[config.mk]
export PLATFORM = sky130hd
export DESIGN_NAME = smbus_indexed_config_port
export DESIGN_NICKNAME = d
export VERILOG_FILES = /design/src/logic/cfgport_pkg.sv /design/src/logic/byte_fifo.sv /design/src/logic/smbus_indexed_config_port.sv
export SDC_FILE = /design/constraint.sdc
export NUM_CORES = 1
export LEC_CHECK = 0
export BUFFER_PORTS_ARGS = -buffer_cell sky130_fd_sc_hd__buf_2
export CORE_MARGIN = 2
export CORE_UTILIZATION = 25
export CTS_BUF_LIST = sky130_fd_sc_hd__clkbuf_4
export CTS_CLUSTER_SIZE = 14
export DETAILED_ROUTE_END_ITERATION = 10
export PLACE_DENSITY = 0.41
export SETUP_SLACK_MARGIN = 0.4
export SLEW_MARGIN = 25
export SYNTH_ARGS = -nofsm -noshare
export SYNTH_HDL_FRONTEND = slang
export SYNTH_SLANG_ARGS = --single-unit
[constraint.sdc]
create_clock -name i_clk_sys -period 5 [get_ports i_clk_sys]
set_clock_uncertainty 0.1 [all_clocks]
set_input_delay 1.25 -clock i_clk_sys [delete_from_list [all_inputs] [get_ports i_clk_sys]]
set_output_delay 1.25 -clock i_clk_sys [all_outputs]
set_load 0.02 [all_outputs]
[src/logic/cfgport_pkg.sv]
// constants, types and register layout of the indexed configuration port
package cfgport_pkg;

	localparam int NUM_OUT = 6;
	localparam int BYTE_W = 8;
	localparam int BIT_CNT_W = 4;
	localparam logic [3:0] BITS_PER_BYTE = 4'h8;

	localparam logic [7:0] IDX_ENABLE = 8'h00;
	localparam logic [7:0] IDX_PLL_AMP = 8'h01;
	localparam logic [7:0] IDX_SLEW = 8'h02;
	localparam logic [7:0] IDX_FB_SLEW = 8'h03;
	localparam logic [7:0] IDX_RSVD = 8'h04;
	localparam logic [7:0] IDX_REV = 8'h05;
	localparam logic [7:0] IDX_DEV = 8'h06;
	localparam logic [7:0] IDX_COUNT = 8'h07;

	localparam logic [7:0] RST_ENABLE = 8'hDD;
	localparam logic [7:0] RST_PLL_AMP = 8'h06;
	localparam logic [7:0] RST_SLEW = 8'hDF;
	localparam logic [7:0] RST_FB_SLEW = 8'h87;
	localparam logic [4:0] RST_COUNT = 5'h08;
	localparam logic [7:0] RSVD_READ = 8'hFF;

	localparam logic [7:0] WMASK_ENABLE = 8'hDD;
	localparam logic [7:0] WMASK_PLL_AMP = 8'h3B;
	localparam logic [7:0] WMASK_SLEW = 8'hDD;
	localparam logic [7:0] WMASK_FB_SLEW = 8'h01;

	localparam int POS_SW_OVERRIDE = 5;
	localparam int POS_SW_MODE_LO = 3;
	localparam int POS_AMP_LO = 0;
	localparam int POS_FB_FAST = 0;
	localparam logic [1:0] RST_AMPLITUDE = 2'b10;

	localparam int STRAP_WAIT = 3;
	localparam int FIFO_DEPTH = 8;

	typedef enum logic [2:0] {
		ST_IDLE = 3'b000,
		ST_RX = 3'b001,
		ST_ACK = 3'b011,
		ST_TX = 3'b010,
		ST_HOST_ACK = 3'b110
	} link_state_e;

	typedef enum logic [1:0] {
		KIND_ADDR = 2'b00,
		KIND_INDEX = 2'b01,
		KIND_COUNT = 2'b11,
		KIND_DATA = 2'b10
	} byte_kind_e;

	typedef struct packed {
		logic [7:0] index;
		logic [7:0] data;
	} wr_entry_s;

	typedef struct packed {
		logic [NUM_OUT-1:0] out_run;
		logic [NUM_OUT-1:0] edge_fast;
		logic feedback_edge_fast;
		logic [1:0] amplitude;
		logic [1:0] pll_mode;
	} cfg_out_s;

endpackage

[src/logic/byte_fifo.sv]
// small synchronous fifo with valid/ready on both sides
`timescale 1ns/1ps
module byte_fifo #(
	parameter int WIDTH = 16,
	parameter int DEPTH = 8
) (
	input wire logic i_clk,
	input wire logic i_rstn,
	input wire logic i_ce,
	input wire logic i_in_valid,
	output logic o_in_ready,
	input wire logic [WIDTH-1:0] i_in_data,
	output logic o_out_valid,
	input wire logic i_out_ready,
	output logic [WIDTH-1:0] o_out_data
);
	localparam int AW = $clog2(DEPTH);

	logic [WIDTH-1:0] mem_q [DEPTH];
	logic [AW-1:0] wr_ptr_q;
	logic [AW-1:0] rd_ptr_q;
	logic [AW:0] used_q;
	logic push;
	logic pop;

	assign o_in_ready = (used_q != (AW+1)'(DEPTH));
	assign o_out_valid = (used_q != '0);
	assign push = i_ce && i_in_valid && o_in_ready;
	assign pop = i_ce && o_out_valid && i_out_ready;
	assign o_out_data = mem_q[rd_ptr_q];

	always_ff @(posedge i_clk) begin
		if (push) begin
			mem_q[wr_ptr_q] <= i_in_data;
		end
	end

	always_ff @(posedge i_clk or negedge i_rstn) begin
		if (!i_rstn) begin
			wr_ptr_q <= '0;
			rd_ptr_q <= '0;
			used_q <= '0;
		end else begin
			if (push) begin
				wr_ptr_q <= (wr_ptr_q == AW'(DEPTH-1)) ? '0 : wr_ptr_q + 1'b1;
			end
			if (pop) begin
				rd_ptr_q <= (rd_ptr_q == AW'(DEPTH-1)) ? '0 : rd_ptr_q + 1'b1;
			end
			if (push && !pop) begin
				used_q <= used_q + 1'b1;
			end else if (pop && !push) begin
				used_q <= used_q - 1'b1;
			end
		end
	end

endmodule

[src/logic/smbus_indexed_config_port.sv]
// smbus target with indexed block write/read over the configuration bytes
`timescale 1ns/1ps
module smbus_indexed_config_port #(
	parameter logic [6:0] ADDR_BASE = 7'h50,
	parameter logic [7:0] ID_REV = 8'h00,
	parameter logic [7:0] ID_DEV = 8'h00
) (
	input wire logic i_clk_sys,
	input wire logic i_rstn,
	input wire logic i_ce,
	input wire logic i_scl,
	input wire logic i_sda,
	output logic o_sda,
	output logic o_sda_oe,
	input wire logic [1:0] i_address_select_pin,
	input wire logic [1:0] i_pll_mode_pin,
	input wire logic [cfgport_pkg::NUM_OUT-1:0] i_out_enable_n,
	output cfgport_pkg::cfg_out_s o_cfg
);
	import cfgport_pkg::*;

	// ID_REV and ID_DEV values are arbitrary
	localparam int SYNC_W = 2 + 2 + 2 + NUM_OUT;

	////////////////////////////////////////////////////////////////////////////////
	function automatic logic [NUM_OUT-1:0] out_bits(input logic [7:0] b);
		return {b[7], b[6], b[4], b[3], b[2], b[0]};
	endfunction

	function automatic logic [7:0] masked(input logic [7:0] old, input logic [7:0] val, input logic [7:0] m);
		return (old & ~m) | (val & m);
	endfunction

	////////////////////////////////////////////////////////////////////////////////
	logic [1:0] rst_sync_q;
	logic rst_n;
	logic [SYNC_W-1:0] pin_meta_q;
	logic [SYNC_W-1:0] pin_q;
	logic scl_s;
	logic sda_s;
	logic scl_prev_q;
	logic sda_prev_q;
	logic scl_rise;
	logic scl_fall;
	logic start_cond;
	logic stop_cond;

	always_ff @(posedge i_clk_sys or negedge i_rstn) begin
		if (!i_rstn) begin
			rst_sync_q <= 2'b00;
		end else begin
			rst_sync_q <= {rst_sync_q[0], 1'b1};
		end
	end
	assign rst_n = rst_sync_q[1];

	always_ff @(posedge i_clk_sys or negedge rst_n) begin
		if (!rst_n) begin
			pin_meta_q <= '1;
			pin_q <= '1;
			scl_prev_q <= 1'b1;
			sda_prev_q <= 1'b1;
		end else if (i_ce) begin
			pin_meta_q <= {i_scl, i_sda, i_address_select_pin, i_pll_mode_pin, i_out_enable_n};
			pin_q <= pin_meta_q;
			scl_prev_q <= scl_s;
			sda_prev_q <= sda_s;
		end
	end
	assign scl_s = pin_q[SYNC_W-1];
	assign sda_s = pin_q[SYNC_W-2];
	assign scl_rise = i_ce && scl_s && !scl_prev_q;
	assign scl_fall = i_ce && !scl_s && scl_prev_q;
	assign start_cond = i_ce && scl_s && scl_prev_q && sda_prev_q && !sda_s;
	assign stop_cond = i_ce && scl_s && scl_prev_q && !sda_prev_q && sda_s;

	////////////////////////////////////////////////////////////////////////////////
	// straps are taken once, after the pin pipeline has settled
	logic [1:0] strap_cnt_q;
	logic strap_done_q;
	logic [6:0] my_addr_q;
	logic [1:0] pll_latched_q;

	always_ff @(posedge i_clk_sys or negedge rst_n) begin
		if (!rst_n) begin
			strap_cnt_q <= 2'd0;
			strap_done_q <= 1'b0;
			my_addr_q <= 7'h00;
			pll_latched_q <= 2'b00;
		end else if (i_ce && !strap_done_q) begin
			strap_cnt_q <= strap_cnt_q + 2'd1;
			if (strap_cnt_q == 2'(STRAP_WAIT - 1)) begin
				strap_done_q <= 1'b1;
				my_addr_q <= ADDR_BASE + {5'b0, pin_q[NUM_OUT+3:NUM_OUT+2]};
				pll_latched_q <= pin_q[NUM_OUT+1:NUM_OUT];
			end
		end
	end

	////////////////////////////////////////////////////////////////////////////////
	logic [7:0] enable_q;
	logic [7:0] pll_amp_q;
	logic [7:0] slew_q;
	logic [7:0] fb_slew_q;
	logic [4:0] count_q;
	wr_entry_s fifo_in;
	wr_entry_s fifo_out;
	logic fifo_in_valid;
	logic fifo_in_ready;
	logic fifo_out_valid;
	logic fifo_out_ready;
	logic drain;
	logic tx_load;

	byte_fifo #(.WIDTH($bits(wr_entry_s)), .DEPTH(FIFO_DEPTH)) u_wr_fifo (
		.i_clk(i_clk_sys),
		.i_rstn(rst_n),
		.i_ce(i_ce),
		.i_in_valid(fifo_in_valid),
		.o_in_ready(fifo_in_ready),
		.i_in_data(fifo_in),
		.o_out_valid(fifo_out_valid),
		.i_out_ready(fifo_out_ready),
		.o_out_data(fifo_out)
	);

	// register writes pause while a read byte is fetched
	assign fifo_out_ready = !tx_load;
	assign drain = i_ce && fifo_out_valid && fifo_out_ready;

	always_ff @(posedge i_clk_sys or negedge rst_n) begin
		if (!rst_n) begin
			enable_q <= RST_ENABLE;
			pll_amp_q <= RST_PLL_AMP;
			slew_q <= RST_SLEW;
			fb_slew_q <= RST_FB_SLEW;
			count_q <= RST_COUNT;
		end else if (drain) begin
			case (fifo_out.index)
				IDX_ENABLE: enable_q <= masked(enable_q, fifo_out.data, WMASK_ENABLE);
				IDX_PLL_AMP: pll_amp_q <= masked(pll_amp_q, fifo_out.data, WMASK_PLL_AMP);
				IDX_SLEW: slew_q <= masked(slew_q, fifo_out.data, WMASK_SLEW);
				IDX_FB_SLEW: fb_slew_q <= masked(fb_slew_q, fifo_out.data, WMASK_FB_SLEW);
				IDX_COUNT: count_q <= fifo_out.data[4:0];
				default: begin
				end
			endcase
		end
	end

	function automatic logic [7:0] rd_byte(input logic [7:0] idx);
		case (idx)
			IDX_ENABLE: return enable_q;
			IDX_PLL_AMP: return {pll_latched_q, pll_amp_q[5:0]};
			IDX_SLEW: return slew_q;
			IDX_FB_SLEW: return fb_slew_q;
			IDX_RSVD: return RSVD_READ;
			IDX_REV: return ID_REV;
			IDX_DEV: return ID_DEV;
			IDX_COUNT: return {3'b000, count_q};
			default: return 8'h00;
		endcase
	endfunction

	////////////////////////////////////////////////////////////////////////////////
	link_state_e state_q;
	byte_kind_e kind_q;
	logic [3:0] bit_cnt_q;
	logic [7:0] shift_q;
	logic [7:0] tx_byte_q;
	logic [7:0] idx_q;
	logic [4:0] remain_q;
	logic read_q;
	logic ack_q;
	logic host_ack_q;
	logic sda_oe_q;
	logic addr_hit;
	logic byte_done;
	logic [7:0] rd_cur;

	assign addr_hit = strap_done_q && (shift_q[7:1] == my_addr_q);
	assign byte_done = scl_fall && (state_q == ST_RX) && (bit_cnt_q == BITS_PER_BYTE);
	assign fifo_in = '{index: idx_q, data: shift_q};
	assign fifo_in_valid = byte_done && (kind_q == KIND_DATA) && (remain_q != 5'd0);
	assign tx_load = scl_fall && ((state_q == ST_ACK && kind_q == KIND_ADDR && read_q && ack_q)
		|| (state_q == ST_HOST_ACK && host_ack_q));
	always_comb begin
		rd_cur = rd_byte(idx_q);
	end

	always_ff @(posedge i_clk_sys or negedge rst_n) begin
		if (!rst_n) begin
			state_q <= ST_IDLE;
			kind_q <= KIND_ADDR;
			bit_cnt_q <= 4'h0;
			shift_q <= 8'h00;
			tx_byte_q <= 8'h00;
			idx_q <= 8'h00;
			remain_q <= 5'd0;
			read_q <= 1'b0;
			ack_q <= 1'b0;
			host_ack_q <= 1'b0;
			sda_oe_q <= 1'b0;
		end else if (start_cond) begin
			state_q <= ST_RX;
			kind_q <= KIND_ADDR;
			bit_cnt_q <= 4'h0;
			sda_oe_q <= 1'b0;
		end else if (stop_cond) begin
			state_q <= ST_IDLE;
			sda_oe_q <= 1'b0;
		end else begin
			case (state_q)
				ST_RX: begin
					if (scl_rise && bit_cnt_q != BITS_PER_BYTE) begin
						shift_q <= {shift_q[6:0], sda_s};
						bit_cnt_q <= bit_cnt_q + 4'h1;
					end else if (byte_done) begin
						state_q <= ST_ACK;
						bit_cnt_q <= 4'h0;
						case (kind_q)
							KIND_ADDR: begin
								ack_q <= addr_hit;
								sda_oe_q <= addr_hit;
								read_q <= shift_q[0];
							end
							KIND_INDEX: begin
								idx_q <= shift_q;
								ack_q <= 1'b1;
								sda_oe_q <= 1'b1;
							end
							KIND_COUNT: begin
								remain_q <= shift_q[4:0];
								ack_q <= 1'b1;
								sda_oe_q <= 1'b1;
							end
							default: begin
								ack_q <= fifo_in_valid && fifo_in_ready;
								sda_oe_q <= fifo_in_valid && fifo_in_ready;
								if (fifo_in_valid && fifo_in_ready) begin
									idx_q <= idx_q + 8'h01;
									remain_q <= remain_q - 5'd1;
								end
							end
						endcase
					end
				end
				ST_ACK: begin
					if (scl_fall) begin
						if (!ack_q) begin
							state_q <= ST_IDLE;
							sda_oe_q <= 1'b0;
						end else if (tx_load) begin
							tx_byte_q <= {3'b000, count_q};
							shift_q <= {2'b00, count_q, 1'b0};
							sda_oe_q <= 1'b1;
							bit_cnt_q <= 4'h1;
							state_q <= ST_TX;
						end else begin
							sda_oe_q <= 1'b0;
							state_q <= ST_RX;
							kind_q <= (kind_q == KIND_ADDR) ? KIND_INDEX
								: (kind_q == KIND_INDEX) ? KIND_COUNT : KIND_DATA;
						end
					end
				end
				ST_TX: begin
					if (scl_fall) begin
						if (bit_cnt_q == BITS_PER_BYTE) begin
							sda_oe_q <= 1'b0;
							state_q <= ST_HOST_ACK;
						end else begin
							sda_oe_q <= !shift_q[7];
							shift_q <= {shift_q[6:0], 1'b0};
							bit_cnt_q <= bit_cnt_q + 4'h1;
						end
					end
				end
				ST_HOST_ACK: begin
					if (scl_rise) begin
						host_ack_q <= !sda_s;
					end else if (tx_load) begin
						tx_byte_q <= rd_cur;
						sda_oe_q <= !rd_cur[7];
						shift_q <= {rd_cur[6:0], 1'b0};
						idx_q <= idx_q + 8'h01;
						bit_cnt_q <= 4'h1;
						state_q <= ST_TX;
					end else if (scl_fall) begin
						state_q <= ST_IDLE;
					end
				end
				default: begin
				end
			endcase
		end
	end
	assign o_sda = 1'b0;
	assign o_sda_oe = sda_oe_q;

	////////////////////////////////////////////////////////////////////////////////
	logic [1:0] pll_mode;
	assign pll_mode = pll_amp_q[POS_SW_OVERRIDE] ? pll_amp_q[POS_SW_MODE_LO+:2] : pll_latched_q;
	always_ff @(posedge i_clk_sys or negedge rst_n) begin
		if (!rst_n) begin
			o_cfg <= '0;
		end else if (i_ce) begin
			o_cfg.out_run <= out_bits(enable_q) & ~pin_q[NUM_OUT-1:0];
			o_cfg.edge_fast <= out_bits(slew_q);
			o_cfg.feedback_edge_fast <= fb_slew_q[POS_FB_FAST];
			o_cfg.amplitude <= pll_amp_q[POS_AMP_LO+:2];
			o_cfg.pll_mode <= pll_mode;
		end
	end
endmodule

# After elaboration in Yosys (flattened, before gate mapping)
# Memories as Yosys holds them, arrays and structs flattened.
# Index checks and enable logic that the tools add are counted.
[totals]
input_bits = 15
mem_count = 1
output_inout_bits = 19
wordCells = 246
mem_bits_rw = 128
register_bits = 138
[op_classes]
n_eq_ne = 51
reduce_logical = 72
add_sub_neg = 9
muxes = 71
n_bitwise = 10
[mem_list]
columns = ["name", "words", "word_bits", "rd", "rd_ports_with_merged_regs", "write_ports", "line_no", "source"]
rows = [
  ["u_wr_fifo.mem_q", 8, 16, 1, 0, 1, "byte_fifo.sv:19", "logic [WIDTH-1:0] mem_q [DEPTH];"],
]
[ops]
columns = ["op", "count"]
rows = [
  ["$mux W8", 13],
  ["$mux W4", 12],
  ["$pmux W8 S6", 1],
  ["$mux W3", 12],
  ["$ne A4 B4 Y1 const B", 9],
  ["$eq A8 B2 Y1 const B", 4],
  ["$pmux W8 S2", 2],
  ["$pmux W8 S4", 1],
  ["$logic_and A1 B1 Y1", 28],
  ["$eq A8 B3 Y1 const B", 3],
  ["$ne A2 B2 Y1 const B", 12],
  ["$mux W2", 10],
  ["$eq A8 B1 Y1 const B", 2],
  ["$logic_not A8 Y1", 2],
  ["$or A6 B8 Y8", 2],
  ["$pmux W4 S4", 1],
  ["$reduce_and A8 Y1", 2],
  ["$ne A3 B3 Y1 const B", 5],
  ["$mux W1", 14],
  ["$reduce_and A7 Y1", 2],
  ["$pmux W3 S4", 1],
  ["$reduce_and A2 Y1", 6],
  ["$reduce_bool A2 Y1", 6],
  ["$reduce_and A11 Y1", 1],
  ["other kinds (38)", 62],
]

# Depth between registers and ports, before layout
[logic_depth]
ltp_word = 14
mapped_depth = 15

# Cells and area by module
# From an unflattened synthesis, not the netlist that was laid out.
[unflattened]
hier_cells = 765
area_unflattened_um2 = 11218.3
[modules_own_cells]
columns = ["mod", "area_per_inst_um2", "instances", "cells_each"]
rows = [
  ["smbus_indexed_config_port", 5714.2, 1, 514],
  ["byte_fifo", 5504.0, 1, 251],
]

# Worst setup path before layout
# No wires, ideal clock.
[synth_timing]
path_kind = "input -> register"
startpoint = "in i_ce"
endpoint = "mem u_wr_fifo.mem_q[0][0] (enable)"
required_ns = 4.470
path_stages = 4
t_arrival_ns = 3.546
slack_ns = 0.924
path_cell_list = "nand3b_1 -> nor3_4 -> nand2_1 -> nor4_1"
[synth_via]
elab_chain_cells = 10
[synth_rtl]
columns = ["element", "line_no", "source"]
rows = [
  ["start: declaration", "smbus_indexed_config_port.sv:10", "input wire logic i_ce,"],
  ["$logic_and A1 B1 Y1 (2 in series)", "smbus_indexed_config_port.sv:73", "assign scl_fall = i_ce && !scl_s && scl_prev_q;"],
  ["$logic_and A1 B1 Y1 (2 in series)", "smbus_indexed_config_port.sv:182", "assign byte_done = scl_fall && (state_q == ST_RX) && (bit_cnt_q == BITS_PER_BYTE);"],
  ["$logic_and A1 B1 Y1 (2 in series)", "smbus_indexed_config_port.sv:184", "assign fifo_in_valid = byte_done && (kind_q == KIND_DATA) && (remain_q != 5'd0);"],
  ["$logic_and A1 B1 Y1 * (2 in series)", "byte_fifo.sv:28", "assign push = i_ce && i_in_valid && o_in_ready;"],
  ["$mux W1 *", "byte_fifo.sv:33", "if (push) begin"],
  ["$mux W1 (not written as such) *", "byte_fifo.sv:34", "mem_q[wr_ptr_q] <= i_in_data;"],
  ["end: declaration", "byte_fifo.sv:19", ""],
]
# Every way passes the cells marked *; elsewhere a longest branch is shown, timed or not.

# Final worst setup path
[layout_timing]
startpoint = "reg state_q[1]"
endpoint = "reg u_wr_fifo.used_q[3]"
[layout_via]
word_cells_on_any_way = 23
classes_between = "3 x eq/ne; 1 x mux; 19 x reduce/logical"
[layout_rtl]
columns = ["element", "line_no", "source"]
rows = [
  ["start: declaration", "smbus_indexed_config_port.sv:166", "link_state_e state_q;"],
  ["start signal: assignment", "smbus_indexed_config_port.sv:193", "state_q <= ST_IDLE;"],
  ["start signal: assignment", "smbus_indexed_config_port.sv:205", "state_q <= ST_RX;"],
  ["start signal: assignment", "smbus_indexed_config_port.sv:210", "state_q <= ST_IDLE;"],
  ["$eq A3 B1 Y1 *", "smbus_indexed_config_port.sv:182", ""],
  ["$logic_and A1 B1 Y1 * (2 in series)", "smbus_indexed_config_port.sv:182", ""],
  ["$logic_and A1 B1 Y1 * (2 in series)", "smbus_indexed_config_port.sv:184", ""],
  ["$logic_and A1 B1 Y1 * (2 in series)", "byte_fifo.sv:28", ""],
  ["net u_wr_fifo.push", "byte_fifo.sv:23", "logic push;"],
  ["$logic_not A1 Y1", "byte_fifo.sv:52", "end else if (pop && !push) begin"],
  ["$logic_and A1 B1 Y1", "byte_fifo.sv:52", ""],
  ["$reduce_bool A2 Y1 (no line)", "-", ""],
  ["end signal: assignment", "byte_fifo.sv:51", "used_q <= used_q + 1'b1;"],
  ["end signal: assignment", "byte_fifo.sv:53", "used_q <= used_q - 1'b1;"],
  ["end: declaration", "byte_fifo.sv:22", "logic [AW:0] used_q;"],
]
# The timed path passes the listed nets; every way through them passes the cells marked *.
# A chain may end at the register's enable or synchronous reset.

==> results.md <==
- Worst endpoint data arrival time: 3.97 ns
- CTS-repair resized insts: 0
- Share of cells above drive strength 1: 0.354
- Ports: 34
- Number of global-route vias before repair: 7,178
- Cell at the root of the clock tree: sky130_fd_sc_hd__clkbuf_4
- Deepest level of the CTS H-tree: 3
- IR Drop Worst-Case VDD: 0.210 mV
- Clock-pin slew on the worst setup and hold paths: 0.06 ns
- Number of enable flip-flop cells after synthesis: 128
- First-pass GRT wire length: 41,500 um
- Worst hold path type: reg -> async
- Netlist cell types: 78
- Commonest non-fill, non-tap cell in the layout: sky130_fd_sc_hd__edfxtp_1
- Gr ovfl total: 0
- Crit path kind: reg -> reg
- Floorplan row count: 76
- Worst-Margin Slew: 0.939 ns
- Vias after detailed routing: 6,678
- Post-synthesis instance area: 10,900 um2
- HPWL after detailed placement: 17,100 um
- Min cycle time layout: 3.50 ns
- Final Slew Violations: 0
- RSZ-0062 raised after global routing: false
- Initial DRT Pass Iterations: 5
- Synth top area cells: sky130_fd_sc_hd__edfxtp_1 (35%), sky130_fd_sc_hd__dfrtp_1 (18%), sky130_fd_sc_hd__dfstp_2 (9.9%), sky130_fd_sc_hd__mux2_2 (7.2%), sky130_fd_sc_hd__mux4_2 (4.5%)
- Drt first-iter violations: 305
- Total negative slack for setup checks: 0 ns
- Inserted Clock Buffers: 71
- Count of max-cap constraint violations: 0
- Async set or reset register ratio after synthesis: 0.482
- Routability Congestion: 0.761
- Commonest cells after routing, fill and taps aside: sky130_fd_sc_hd__edfxtp_1 (128), sky130_fd_sc_hd__clkbuf_4 (111), sky130_fd_sc_hd__dfrtp_1 (76)
- Kind of end point of the critical path: flip-flop
- Pin count of the biggest net entering global routing: 48
- Timing-limited maximum frequency: 286 MHz
- Height of the die: 213 um
- Final Util: 0.295
- Number of setup violations in the final report: 0
- Met1 routing resource usage after global routing: 0.162
- Met2 demand-to-capacity share in global routing: 0.192
- WL final: 26,200 um
- Die extent in x: 213 um
- Hold Buf Count CTS: 0
- Core Footprint: 43,100 um2
- Result of the run: finished, final reports clean
- Post-synthesis area per instance: 14.3 um2
- Leak pwr: 4.73 nW
- Number of nets produced by synthesis: 803
- Clock tree from TritonCTS: done
- Number of buffers between clock root and the deepest sink: 3
- Crit share post-route: 0.700
- Fill cells: 4,397
- Fraction of met3 tracks used by global routing: 0.0329
- Latest clock arrival within the worst-skew pair: 0.70 ns
- Starting density of the core: 0.254
- Part of the Yosys area used for sequential elements: 0.629
- Hold violation total from the final report: 0
- Routed len/inst: 17.6 um
- Buffers inserted during post-CTS setup optimization: 0
- Die area: 45,400 um2
- Ys Warns: 0
- Type of origin of the critical path: flip-flop
- Pwr per Cell Area: 396 nW/um2
- Post-synth top area cell: sky130_fd_sc_hd__edfxtp_1
- Synthesis-stage register bit count: 247
- Count of clock tree sinks: 247
- Via density per instance: 4.48
- Normalized max-slew margin: 0.369
- Crit path required time: 5.47 ns
- Most used flip-flop cell after synthesis: sky130_fd_sc_hd__edfxtp_1
- Final net count: 885
- Antenna violations before repair: 2
- Area delta synth->final: 16.4%
- Quantity of I/O buffers inserted on ports: 32
- Antenna Violating Nets Remaining: 0
- Instance count of the mapped netlist: 766
- Number of DRC violations after detailed routing: 0
- Critical path fanouts, max: 15
- GRT Total Usage: 0.122
- Share of the synthesized area in the top cell type: 0.352
- Global route hottest layer: met2
-- flip-flops by register name, summed over array words and instances, names as in the netlist, 2 cells and up --
register,cells
bit_cnt_q,4
count_q,5
enable_q,6
idx_q,8
kind_q,2
my_addr_q,3
o_cfg,17
pin_meta_q,12
pin_q,12
pll_amp_q,5
pll_latched_q,2
remain_q,5
rst_sync_q,2
shift_q,8
slew_q,6
state_q,3
strap_cnt_q,2
u_wr_fifo.mem_q,128
u_wr_fifo.rd_ptr_q,3
u_wr_fifo.used_q,4
u_wr_fifo.wr_ptr_q,3
-- worst max-delay path, stage by stage (launching register included) --
cell	delay (ns)
sky130_fd_sc_hd__dfrtp_1	0.54
sky130_fd_sc_hd__or3b_1	0.57
sky130_fd_sc_hd__nor3_4	0.30
sky130_fd_sc_hd__nand2_1	0.31
sky130_fd_sc_hd__inv_1	0.26
sky130_fd_sc_hd__ha_1	0.23
sky130_fd_sc_hd__inv_1	0.10
sky130_fd_sc_hd__ha_1	0.30
sky130_fd_sc_hd__a21o_1	0.18
sky130_fd_sc_hd__a21oi_1	0.16
sky130_fd_sc_hd__xnor2_1	0.13
sky130_fd_sc_hd__nor2_1	0.06
sky130_fd_sc_hd__xor2_1	0.14
-- power by group --
part | total [mW] | internal [mW] | switching, mW
sequential | 2.53 | 2.32 | 0.218
clock | 1.91 | 1.06 | 0.854
combinational | 0.586 | 0.252 | 0.334
-- layout make-up --
class | count | area [um2] | share of cell area
clock buffers | 111 | 833 | 0.0656
diodes | 2 | 5.00 | 0.000394
inverters | 27 | 101 | 0.00797
flip-flops and latches | 247 | 6880 | 0.541
multi-input cells | 455 | 3800 | 0.299
well taps | 585 | 732 | 0.0576
repair buffers | 46 | 265 | 0.0209
clock inverters | 17 | 91.3 | 0.00719
-- layer usage --
| metal | wire, um | part of all wire |
|---|---|---|
| met3 | 1200 | 0.046 |
| met5 | 0 | 0 |
| met1 | 12300 | 0.47 |
| met4 | 475 | 0.018 |
| met2 | 12200 | 0.47 |
-- synthesized netlist by cell type, drive strengths merged (3+ instances only) --
library cell,count
nor4,9
nand3b,6
dfstp,41
a22oi,7
inv,27
o2bb2ai,6
clkbuf,24
ha,21
nand2b,9
nor2,44
a211oi,5
and3b,3
o22ai,5
a222oi,6
nor3,19
a21oi,25
o22a,4
nand4,6
mux2i,16
or3,3
buf,13
nand3,10
xnor2,7
mux2,77
dfrtp,78
nand2,47
and3,4
o31ai,3
o21ai,32
o31a,3
a31oi,7
edfxtp,128
mux4,24
a21o,5
-- metrics by stage --
| stage | power (mW) | hold slack (ns) | cells | instance area (um2) | setup WS [ns] |
|---|---|---|---|---|---|
| 2_1_floorplan | 2.94 | 0.231 | 766 | 10900 | 0.924 |
| 3_5_place_dp | 3.17 | 0.240 | 1360 | 11800 | 0.803 |
| 6_report | 5.03 | 0.215 | 1490 | 12700 | 1.50 |
| 5_1_grt | 5.35 | 0.169 | 1490 | 12700 | 1.19 |
| 4_1_cts | 5.15 | 0.176 | 1488 | 12700 | 1.46 |
| 3_3_place_gp | 3.18 | 0.235 | 1360 | 11800 | 0.848 |
-- final timing paths --
check / from / end / slack, ns / depth (start not counted)
worst max-delay path: state_q[1] / u_wr_fifo.used_q[3] / 1.50 / 12
worst min-delay path: rst_sync_q[1] / o_cfg[12] / 0.21 / 0
worst max register to register: state_q[1] / u_wr_fifo.used_q[3] / 1.50 / 12
worst min register to register: rst_sync_q[1] / o_cfg[12] / 0.21 / 0
max in group asynchronous: rst_sync_q[1] / u_wr_fifo.rd_ptr_q[0] / 3.57 / 1
min in group i_clk_sys: rst_sync_q[0] / rst_sync_q[1] / 0.25 / 0
-- logic make-up after synthesis --
group / synth area share
flops: 0.629
simple gates: 0.0841
compound gates: 0.0825
mux: 0.146
buf+inv: 0.0247
fa+ha+maj: 0.0259
xor+xnor: 0.00642
other cells: 0.000688
Note: power is estimated with default switching activity, not from simulation.
